**src/tac_pkg.sv**
```systemverilog
// package: constants and types of the trace address compression block
package tac_pkg;

  // ---------------------------------------------------------------
  // widths and depths
  // ---------------------------------------------------------------
  localparam int unsigned ADDR_W     = 64;
  localparam int unsigned ISA_W      = 2;
  localparam int unsigned SIZE_W     = 3;
  localparam int unsigned TS_W       = 64;
  localparam int unsigned HIST_DEPTH = 3;
  localparam int unsigned HIST_IDX_W = 2;
  localparam int unsigned RS_DEPTH   = 4;
  localparam int unsigned RS_CNT_W   = 3;

  // ---------------------------------------------------------------
  // reset and cleared values, return stack count limits
  // ---------------------------------------------------------------
  localparam logic [ADDR_W-1:0]     ADDR_ZERO                 = 64'h0;
  localparam logic [ISA_W-1:0]      BASE_INSTRUCTION_SET_CODE = 2'h0;
  localparam logic [TS_W-1:0]       TS_ZERO                   = 64'h0;
  localparam logic [RS_CNT_W-1:0]   RS_EMPTY                  = 3'h0;
  localparam logic [RS_CNT_W-1:0]   RS_FULL                   = 3'h4;
  localparam logic [RS_CNT_W-1:0]   RS_ONE                    = 3'h1;
  localparam logic [HIST_IDX_W-1:0] HIST_IDX_ZERO             = 2'h0;

  // ---------------------------------------------------------------
  // packet kinds handed over by the packet generator
  // ---------------------------------------------------------------
  typedef enum logic [2:0] {
    TAC_PKT_TARGET     = 3'h0,
    TAC_PKT_SOURCE     = 3'h1,
    TAC_PKT_EXCEPTION  = 3'h2,
    TAC_PKT_Q_TARGET   = 3'h3,
    TAC_PKT_TXFAIL_UNK = 3'h4,
    TAC_PKT_RESET_UNK  = 3'h5,
    TAC_PKT_TRACE_INFO = 3'h6,
    TAC_PKT_TRACE_ON   = 3'h7
  } tac_pkt_t;

  // ---------------------------------------------------------------
  // return stack synchronisation after trace info
  // ---------------------------------------------------------------
  typedef enum logic [1:0] {
    TAC_SYNC_OK   = 2'h0,
    TAC_SYNC_WAIT = 2'h1,
    TAC_SYNC_HOLD = 2'h3
  } tac_sync_t;

endpackage

```
**src/tac_trace_address_compression.sv**
```systemverilog
// module: address history, return stack and timestamp delta compression
//
// Contract
// RQ1: history holds the last three emitted addresses
// RQ2: target, source, implying Q packets push history
// RQ3: exception packet pushes preferred return address
// RQ4: unknown-address failure or reset pushes zero
// RQ5: target/source use exact match, else newest entry
// RQ6: exception/Q use exact match, else newest entry
// RQ7: trace info zeroes every history entry
// RQ8: return stack depth fixed, within zero to fifteen
// RQ9: enabled taken traced link branch pushes return
// RQ10: push shifts entries down, new at top
// RQ11: push when full drops oldest entry
// RQ12: initially taken link branch always pushes
// RQ13: initially not-taken link branch never pushes
// RQ14: no push for Q-implied or broadcast-region
// RQ15: taken traced indirect matching top pops
// RQ16: pop drops target and shifts entries up
// RQ17: Q-implied indirect never pops
// RQ18: mispredicted indirect emits correction, no pop
// RQ19: push evaluated before pop on same instruction
// RQ20: clear on info, trace on, broadcast entry
// RQ21: unsynced after info blocks pushes until both emitted
// RQ22: timestamp delta, reference zeroed on trace info
`timescale 1ns/100ps
module tac_trace_address_compression (
  input  wire logic                              sys_clk_i,
  input  wire logic                              rst_i,
  input  wire logic                              pkt_valid_i,
  input  wire tac_pkg::tac_pkt_t                 pkt_kind_i,
  input  wire logic [tac_pkg::ADDR_W-1:0]        pkt_addr_i,
  input  wire logic [tac_pkg::ISA_W-1:0]         pkt_isa_i,
  input  wire logic                              ctx_emit_i,
  input  wire logic                              waypoint_i,
  input  wire logic                              return_stack_enable_setting_i,
  input  wire logic                              bl_valid_i,
  input  wire logic                              bl_first_atom_e_i,
  input  wire logic                              bl_q_implied_i,
  input  wire logic [tac_pkg::ADDR_W-1:0]        bl_addr_i,
  input  wire logic [tac_pkg::SIZE_W-1:0]        bl_size_i,
  input  wire logic [tac_pkg::ISA_W-1:0]         bl_isa_i,
  input  wire logic                              bbr_region_i,
  input  wire logic                              ind_valid_i,
  input  wire logic                              ind_final_e_i,
  input  wire logic                              ind_mispredict_i,
  input  wire logic                              ind_q_implied_i,
  input  wire logic [tac_pkg::ADDR_W-1:0]        ind_addr_i,
  input  wire logic [tac_pkg::ISA_W-1:0]         ind_isa_i,
  input  wire logic                              ts_valid_i,
  input  wire logic [tac_pkg::TS_W-1:0]          ts_value_i,
  output logic                                   pkt_valid_o,
  output tac_pkg::tac_pkt_t                      pkt_kind_o,
  output logic                                   pkt_exact_o,
  output logic [tac_pkg::HIST_IDX_W-1:0]         pkt_exact_idx_o,
  output logic [tac_pkg::ADDR_W-1:0]             pkt_ref_addr_o,
  output logic [tac_pkg::ISA_W-1:0]              pkt_ref_isa_o,
  output logic [tac_pkg::ADDR_W-1:0]             pkt_addr_o,
  output logic [tac_pkg::ISA_W-1:0]              pkt_isa_o,
  output logic                                   tgt_valid_o,
  output logic [tac_pkg::ADDR_W-1:0]             tgt_addr_o,
  output logic [tac_pkg::ISA_W-1:0]              tgt_isa_o,
  output logic                                   tgt_dropped_o,
  output logic [tac_pkg::RS_CNT_W-1:0]           rs_depth_o,
  output logic                                   sync_hold_o,
  output logic                                   ts_valid_o,
  output logic [tac_pkg::TS_W-1:0]               ts_mask_o,
  output logic [tac_pkg::TS_W-1:0]               ts_value_o
);
  import tac_pkg::*;

  // ---------------------------------------------------------------
  // address history
  // ---------------------------------------------------------------
  logic [ADDR_W-1:0]     hist_addr_r [HIST_DEPTH];
  logic [ISA_W-1:0]      hist_isa_r  [HIST_DEPTH];
  logic                  is_info;
  logic                  is_addr_pkt;
  logic                  is_unk_pkt;
  logic                  hist_push;
  logic [ADDR_W-1:0]     push_addr;
  logic [ISA_W-1:0]      push_isa;
  logic                  hit;
  logic [HIST_IDX_W-1:0] hit_idx;

  assign is_info     = pkt_valid_i && (pkt_kind_i == TAC_PKT_TRACE_INFO);
  assign is_addr_pkt = pkt_valid_i && (pkt_kind_i == TAC_PKT_TARGET ||
                       pkt_kind_i == TAC_PKT_SOURCE || pkt_kind_i == TAC_PKT_EXCEPTION ||
                       pkt_kind_i == TAC_PKT_Q_TARGET);
  assign is_unk_pkt  = pkt_valid_i && (pkt_kind_i == TAC_PKT_TXFAIL_UNK ||
                       pkt_kind_i == TAC_PKT_RESET_UNK);
  assign hist_push   = is_addr_pkt || is_unk_pkt;
  // unknown addresses are recorded as zero in the base set
  assign push_addr   = is_unk_pkt ? ADDR_ZERO : pkt_addr_i;                 // RQ4
  assign push_isa    = is_unk_pkt ? BASE_INSTRUCTION_SET_CODE : pkt_isa_i;  // RQ4

  // newest match wins, so the lowest index is reported
  always_comb begin
    hit     = 1'b0;
    hit_idx = HIST_IDX_ZERO;
    for (int i = HIST_DEPTH - 1; i >= 0; i--) begin
      if (hist_addr_r[i] == pkt_addr_i && hist_isa_r[i] == pkt_isa_i) begin
        hit     = 1'b1;
        hit_idx = HIST_IDX_W'(i);
      end
    end
  end

  always_ff @(posedge sys_clk_i or posedge rst_i) begin
    if (rst_i) begin
      for (int i = 0; i < HIST_DEPTH; i++) begin
        hist_addr_r[i] <= ADDR_ZERO;
        hist_isa_r[i]  <= BASE_INSTRUCTION_SET_CODE;
      end
    end else if (is_info) begin
      for (int i = 0; i < HIST_DEPTH; i++) begin
        hist_addr_r[i] <= ADDR_ZERO;                                        // RQ7
        hist_isa_r[i]  <= BASE_INSTRUCTION_SET_CODE;                        // RQ7
      end
    end else if (hist_push) begin
      // exception packets carry the preferred return address in pkt_addr_i
      for (int i = HIST_DEPTH - 1; i > 0; i--) begin
        hist_addr_r[i] <= hist_addr_r[i-1];                                 // RQ1
        hist_isa_r[i]  <= hist_isa_r[i-1];
      end
      hist_addr_r[0] <= push_addr;                                          // RQ2 RQ3
      hist_isa_r[0]  <= push_isa;
    end
  end

  // ---------------------------------------------------------------
  // packet form selection
  // ---------------------------------------------------------------
  always_ff @(posedge sys_clk_i or posedge rst_i) begin
    if (rst_i) begin
      pkt_valid_o     <= 1'b0;
      pkt_kind_o      <= TAC_PKT_TARGET;
      pkt_exact_o     <= 1'b0;
      pkt_exact_idx_o <= HIST_IDX_ZERO;
      pkt_ref_addr_o  <= ADDR_ZERO;
      pkt_ref_isa_o   <= BASE_INSTRUCTION_SET_CODE;
      pkt_addr_o      <= ADDR_ZERO;
      pkt_isa_o       <= BASE_INSTRUCTION_SET_CODE;
    end else begin
      pkt_valid_o     <= pkt_valid_i;
      pkt_kind_o      <= pkt_kind_i;
      pkt_exact_o     <= is_addr_pkt && hit;                                // RQ5 RQ6
      pkt_exact_idx_o <= hit_idx;
      pkt_ref_addr_o  <= hist_addr_r[0];                                    // RQ5 RQ6
      pkt_ref_isa_o   <= hist_isa_r[0];
      pkt_addr_o      <= push_addr;
      pkt_isa_o       <= push_isa;
    end
  end

  // ---------------------------------------------------------------
  // synchronisation after trace info
  // ---------------------------------------------------------------
  tac_sync_t sync_r;
  logic      tgt_seen_r;
  logic      ctx_seen_r;
  logic      tgt_now;
  logic      both_seen;

  assign tgt_now   = pkt_valid_i && (pkt_kind_i == TAC_PKT_TARGET);
  assign both_seen = (tgt_seen_r || tgt_now) && (ctx_seen_r || ctx_emit_i);

  always_ff @(posedge sys_clk_i or posedge rst_i) begin
    if (rst_i) begin
      tgt_seen_r <= 1'b0;
      ctx_seen_r <= 1'b0;
    end else if (is_info) begin
      tgt_seen_r <= 1'b0;
      ctx_seen_r <= 1'b0;
    end else begin
      tgt_seen_r <= tgt_seen_r || tgt_now;
      ctx_seen_r <= ctx_seen_r || ctx_emit_i;
    end
  end

  always_ff @(posedge sys_clk_i or posedge rst_i) begin
    if (rst_i) begin
      sync_r <= TAC_SYNC_OK;
    end else if (is_info) begin
      sync_r <= TAC_SYNC_WAIT;
    end else begin
      unique case (sync_r)
        TAC_SYNC_OK: sync_r <= TAC_SYNC_OK;
        TAC_SYNC_WAIT: begin
          if (both_seen) begin
            sync_r <= TAC_SYNC_OK;
          end else if (waypoint_i) begin
            sync_r <= TAC_SYNC_HOLD;                                        // RQ21
          end
        end
        TAC_SYNC_HOLD: begin
          if (both_seen) begin
            sync_r <= TAC_SYNC_OK;                                          // RQ21
          end
        end
        default: sync_r <= TAC_SYNC_OK;
      endcase
    end
  end

  // ---------------------------------------------------------------
  // return stack
  // ---------------------------------------------------------------
  // depth is fixed in the package; a lost entry only costs bandwidth
  logic [ADDR_W-1:0]   rs_addr_r [RS_DEPTH];                               // RQ8
  logic [ISA_W-1:0]    rs_isa_r  [RS_DEPTH];
  logic [RS_CNT_W-1:0] rs_cnt_r;
  logic                bbr_prev_r;
  logic                rs_clear;
  logic                rs_push;
  logic                rs_pop;
  logic [ADDR_W-1:0]   ret_addr;
  logic [ADDR_W-1:0]   top_addr;
  logic [ISA_W-1:0]    top_isa;
  logic [RS_CNT_W-1:0] cnt_after_push;

  assign ret_addr = bl_addr_i + ADDR_W'(bl_size_i);                        // RQ9
  assign rs_clear = is_info || (pkt_valid_i && pkt_kind_i == TAC_PKT_TRACE_ON) ||
                    (bbr_region_i && !bbr_prev_r);                          // RQ20
  // only the first atom matters; later corrections are not seen here
  assign rs_push  = return_stack_enable_setting_i && bl_valid_i &&
                    bl_first_atom_e_i &&                                    // RQ12 RQ13
                    !bl_q_implied_i && !bbr_region_i &&                     // RQ14
                    (sync_r != TAC_SYNC_HOLD) && !rs_clear;                 // RQ21
  // the pop compares against the stack as it stands after any push
  assign top_addr = rs_push ? ret_addr : rs_addr_r[0];                     // RQ19
  assign top_isa  = rs_push ? bl_isa_i : rs_isa_r[0];
  assign cnt_after_push = (rs_push && rs_cnt_r != RS_FULL) ? rs_cnt_r + RS_ONE : rs_cnt_r;
  assign rs_pop   = ind_valid_i && ind_final_e_i && !ind_mispredict_i &&    // RQ15 RQ18
                    !ind_q_implied_i && !rs_clear &&                        // RQ17
                    cnt_after_push != RS_EMPTY &&
                    ind_addr_i == top_addr && ind_isa_i == top_isa;         // RQ15

  always_ff @(posedge sys_clk_i or posedge rst_i) begin
    if (rst_i) begin
      bbr_prev_r <= 1'b0;
    end else begin
      bbr_prev_r <= bbr_region_i;
    end
  end

  always_ff @(posedge sys_clk_i or posedge rst_i) begin
    if (rst_i) begin
      rs_cnt_r <= RS_EMPTY;
    end else if (rs_clear) begin
      rs_cnt_r <= RS_EMPTY;                                                 // RQ20
    end else begin
      rs_cnt_r <= rs_pop ? cnt_after_push - RS_ONE : cnt_after_push;        // RQ11 RQ16
    end
  end

  always_ff @(posedge sys_clk_i or posedge rst_i) begin
    if (rst_i) begin
      for (int i = 0; i < RS_DEPTH; i++) begin
        rs_addr_r[i] <= ADDR_ZERO;
        rs_isa_r[i]  <= BASE_INSTRUCTION_SET_CODE;
      end
    end else if (rs_push && !rs_pop) begin
      for (int i = RS_DEPTH - 1; i > 0; i--) begin
        rs_addr_r[i] <= rs_addr_r[i-1];                                     // RQ10 RQ11
        rs_isa_r[i]  <= rs_isa_r[i-1];
      end
      rs_addr_r[0] <= ret_addr;                                             // RQ9 RQ10
      rs_isa_r[0]  <= bl_isa_i;
    end else if (rs_pop && !rs_push) begin
      for (int i = 0; i < RS_DEPTH - 1; i++) begin
        rs_addr_r[i] <= rs_addr_r[i+1];                                     // RQ16
        rs_isa_r[i]  <= rs_isa_r[i+1];
      end
    end
  end

  // ---------------------------------------------------------------
  // target element output
  // ---------------------------------------------------------------
  always_ff @(posedge sys_clk_i or posedge rst_i) begin
    if (rst_i) begin
      tgt_valid_o   <= 1'b0;
      tgt_dropped_o <= 1'b0;
      tgt_addr_o    <= ADDR_ZERO;
      tgt_isa_o     <= BASE_INSTRUCTION_SET_CODE;
    end else begin
      // a mispredict delivers the corrected address here
      tgt_valid_o   <= ind_valid_i && ind_final_e_i && !rs_pop;             // RQ16 RQ18
      tgt_dropped_o <= rs_pop;                                              // RQ16
      tgt_addr_o    <= ind_addr_i;
      tgt_isa_o     <= ind_isa_i;
    end
  end

  always_ff @(posedge sys_clk_i or posedge rst_i) begin
    if (rst_i) begin
      rs_depth_o  <= RS_EMPTY;
      sync_hold_o <= 1'b0;
    end else begin
      rs_depth_o  <= rs_clear ? RS_EMPTY : (rs_pop ? cnt_after_push - RS_ONE : cnt_after_push);
      sync_hold_o <= (sync_r == TAC_SYNC_HOLD);
    end
  end

  // ---------------------------------------------------------------
  // timestamp delta
  // ---------------------------------------------------------------
  logic [TS_W-1:0] ts_last_r;

  always_ff @(posedge sys_clk_i or posedge rst_i) begin
    if (rst_i) begin
      ts_last_r <= TS_ZERO;
    end else if (is_info) begin
      ts_last_r <= TS_ZERO;                                                 // RQ22
    end else if (ts_valid_i) begin
      ts_last_r <= ts_value_i;
    end
  end

  always_ff @(posedge sys_clk_i or posedge rst_i) begin
    if (rst_i) begin
      ts_valid_o <= 1'b0;
      ts_mask_o  <= TS_ZERO;
      ts_value_o <= TS_ZERO;
    end else begin
      ts_valid_o <= ts_valid_i;
      ts_mask_o  <= ts_value_i ^ (is_info ? TS_ZERO : ts_last_r);           // RQ22
      ts_value_o <= ts_value_i;
    end
  end
endmodule // tac_trace_address_compression

```
**config.mk**
```make
export PLATFORM = sky130hd
export DESIGN_NAME = tac_trace_address_compression
export DESIGN_NICKNAME = d
export VERILOG_FILES = /design/src/tac_pkg.sv /design/src/tac_trace_address_compression.sv
export SDC_FILE = /design/constraint.sdc
export NUM_CORES = 2
export LEC_CHECK = 0
export BUFFER_PORTS_ARGS = -buffer_cell sky130_fd_sc_hd__buf_4
export CORE_ASPECT_RATIO = 0.5
export CORE_MARGIN = 3
export CORE_UTILIZATION = 40
export DETAILED_ROUTE_END_ITERATION = 16
export HOLD_SLACK_MARGIN = 0.08
export RECOVER_POWER = 25
export SKIP_LAST_GASP = 1
export SLEW_MARGIN = 40
export SYNTH_ARGS = -nofsm -noshare
export SYNTH_HDL_FRONTEND = slang
export SYNTH_SLANG_ARGS = --single-unit
export TNS_END_PERCENT = 30
```
**constraint.sdc**
```tcl
create_clock -name sys_clk_i -period 38.1 [get_ports sys_clk_i]
set_clock_uncertainty 0.1 [all_clocks]
set_input_delay 7.62 -clock sys_clk_i [delete_from_list [all_inputs] [get_ports sys_clk_i]]
set_output_delay 7.62 -clock sys_clk_i [all_outputs]
set_load 0.01 [all_outputs]
```
==> flow_summary.toml <==
[status]
status = "complete, but fails checks"
violations = "capacitance limit, slew limit"

[sta]
slew_headroom = -2.507
worst_slew_pin_slew_ns = 5.231
post-route-min-period_ns = 13.69
rsz0062_at_grt = "no"
setup_slack_ns = 24.41
holdWs_ns = 0.3547
finalSetupViolCount = 0
finalHoldViolCount = 0
finalCritPeriodShare = 0.3594
fin_tns_setup_ns = 0
final-max-slew-violation-count = 479
max_freq_ghz = 0.07302

[placement]
hpwlAfterDp_um = 94830
dp_cells = 5002
dpl_cell_area_um2 = 43690
port_buffers = 622
place_congestion = 0.9539
pre_cts_ws_ns = 23.91

[final_layout]
nets = 4138
finalInstanceArea_um2 = 45940
final_cell_mix = "871 x dfrtp_1, 500 x buf_4, 372 x nand2_1, 277 x o21ai_0, 225 x xnor2_1"
drive_gt1_frac = 0.1936
final_common_cell = "dfrtp_1"
syn2layout_area_growth_pct = 21.70
layout.cells.non_filler = 5148

[pwr]
netSwitchingFraction = 0.2661
internal-power_w = 0.001587
p_clk_frac = 0.396
power_frac_seq = 0.474
p_leak_nw = 20.12
p_comb_frac = 0.130
power.switching_w = 0.0005755
power_density_nw_per_um2 = 47.07
vdd_drop_max_mv = 0.03253

[synth]
syn_inst = 3298
yosysWarnings = 0
synth_cell_types = 77
syn_area_per_cell_um2 = 11.45
yosys.area.top_type = "dfrtp_1"
synth_top_area_share = 0.5774
synth_area_um2 = 37750
syn_nets = 3591
yosys-top-cells-area = "dfrtp_1 58%, mux2i_1 5.7%, xnor2_1 5.2%, a22o_1 4.6%, nand2_1 3.7%"
synthFlopType = "dfrtp_1"
synth_edf_count = 0
ys_async_sr_fraction = 1.000
ys_seq_area_frac = 0.5774
ys_ff_latch = 871

[floorplan]
die-area_um2 = 98320
die_h_um = 223.2
io_pins = 623
die_w_um = 440.5
core_area_um2 = 92130
initial_core_util = 0.4098
rows = 78

[drt]
dr.pass1.iters = 6
vias_per_cell = 5.438
vias = 27994
wl_per_cell_um = 24.90
drt_iter0_drc = 2540
final_antenna_net_count = 0
drc = 0
wl_um = 128200

[clocking]
cts_tree = "yes"
cts_resized = 0
cts_buffers = 80
cts.sinks = 871
clockBufferDepth = 3
cts-root-buf = "clkbuf_16"
insertion_delay_ns = 0.68
clkTransAtPathRegs_ns = 0.06
postCtsSetupRepairBufs = 0
htreeDepth = 3
cts_hold_buffers = 0

[min_path]
hold_path_class = "reg2reg"
hold_path_depth = 0

[worst_setup_path]
crit_type = "in2async"
crit_fanout = 119
start_kind = "input port"
cp_data_required_time_ns = 37.91
cp-end-kind = "async pin"
rr_worst_depth = 16
worstPathArrival_ns = 13.51

[global_routing]
grt_pass1_vias = 27686
use_met3 = 0.04554
antenna_found_initial = 6
grt_use_total = 0.2568
use_met2 = 0.4218
overflow = 0
grt_max_degree = 179
grt_pass1_wl_um = 189000
grt_use_met1 = 0.3537
grt-busiest-layer = "met2"

[flow_run]
cap_violations = 7
Yosys cell counts (all sizes together), types with 47 or more instances:
| cell type | n |
|---|---|
| nor2 | 125 |
| xnor2 | 225 |
| mux2i | 214 |
| xor2 | 145 |
| inv | 47 |
| dfrtp | 871 |
| and2 | 74 |
| nand2 | 373 |
| o21ai | 277 |
| nand4 | 77 |
| mux2 | 68 |
| clkbuf | 157 |
| nor4 | 54 |
| a22o | 200 |
metrics by stage:
stage                     utilization  power, W
after floorplan                     -  0.001172
after global placement         0.4728  0.001325
after detailed placement       0.4742  0.001330
after CTS                      0.5043  0.002190
after global routing           0.4986  0.002250
final                          0.4987  0.002163
kinds of logic (layout without fill, tap and decap cells):
logic type | Yosys count | after routing | share of synthesized area
multiplexers | 282 | 282 | 0.07702
other | 0 | 3 | 0
AND/OR/NAND/NOR | 887 | 887 | 0.1161
flip-flops | 871 | 871 | 0.5774
adder cells (fa/ha/maj) | 10 | 10 | 0.003513
AO/OA/AOI/OAI | 637 | 637 | 0.1158
buffers and inverters | 241 | 848 | 0.02436
XOR/XNOR | 370 | 370 | 0.08584
critical path, cell delays in order:
cell        delay, ns
clkbuf_4         0.11
clkinvlp_2       2.90
clkbuf_1         2.82
state kept, by name (all words and copies together) (netlist names), 64 cells and up:
name	count
ts_mask_o	64
pkt_addr_o	64
ts_value_o	64
ts_last_r	64
rs_addr_r	256
hist_addr_r	192
tgt_addr_o	64
pkt_ref_addr_o	64
cell type report:
class,instances,area (um2)
diodes,3,7.507
clock buffers,109,2313
clock inverters,33,456.7
fillers,8506,46190
inverters,47,177.7
multi-input cells,2186,15100
flip-flops and latches,871,21800
well taps,1240,1551
repair buffers,659,4537
power by group through the flow:
stage / clock network (W) / registers (W) / logic [W]
global placement: 0 / 0.00104 / 0.000285
CTS: 0.000876 / 0.00102 / 0.000290
global route: 0.000918 / 0.00103 / 0.000301
detailed placement: 0 / 0.00104 / 0.000289
finish: 0.000857 / 0.00103 / 0.000281
floorplan: 0 / 0.00105 / 0.000123
routing by layer:
layer	up-vias	wire [um]
met3	179	6462
met4	6	3211
met5	-	47
met2	772	62430
li1	12691	-
met1	14346	56060
path summary, 6_finish.rpt:
check,from,endpoint,slack (ns)
worst max-delay path,rst_i,rs_addr_r[213],24.41
worst min-delay path,hist_addr_r[151],pkt_ref_addr_o[23],0.35
worst max register to register,sync_r[0],rs_addr_r[17],31.40
worst min register to register,hist_addr_r[151],pkt_ref_addr_o[23],0.35
max in group sys_clk_i,bl_addr_i[2],rs_addr_r[17],24.55
min in group asynchronous,rst_i,tgt_addr_o[19],8.47
No activity file was read; power rests on OpenSTA's default activity.
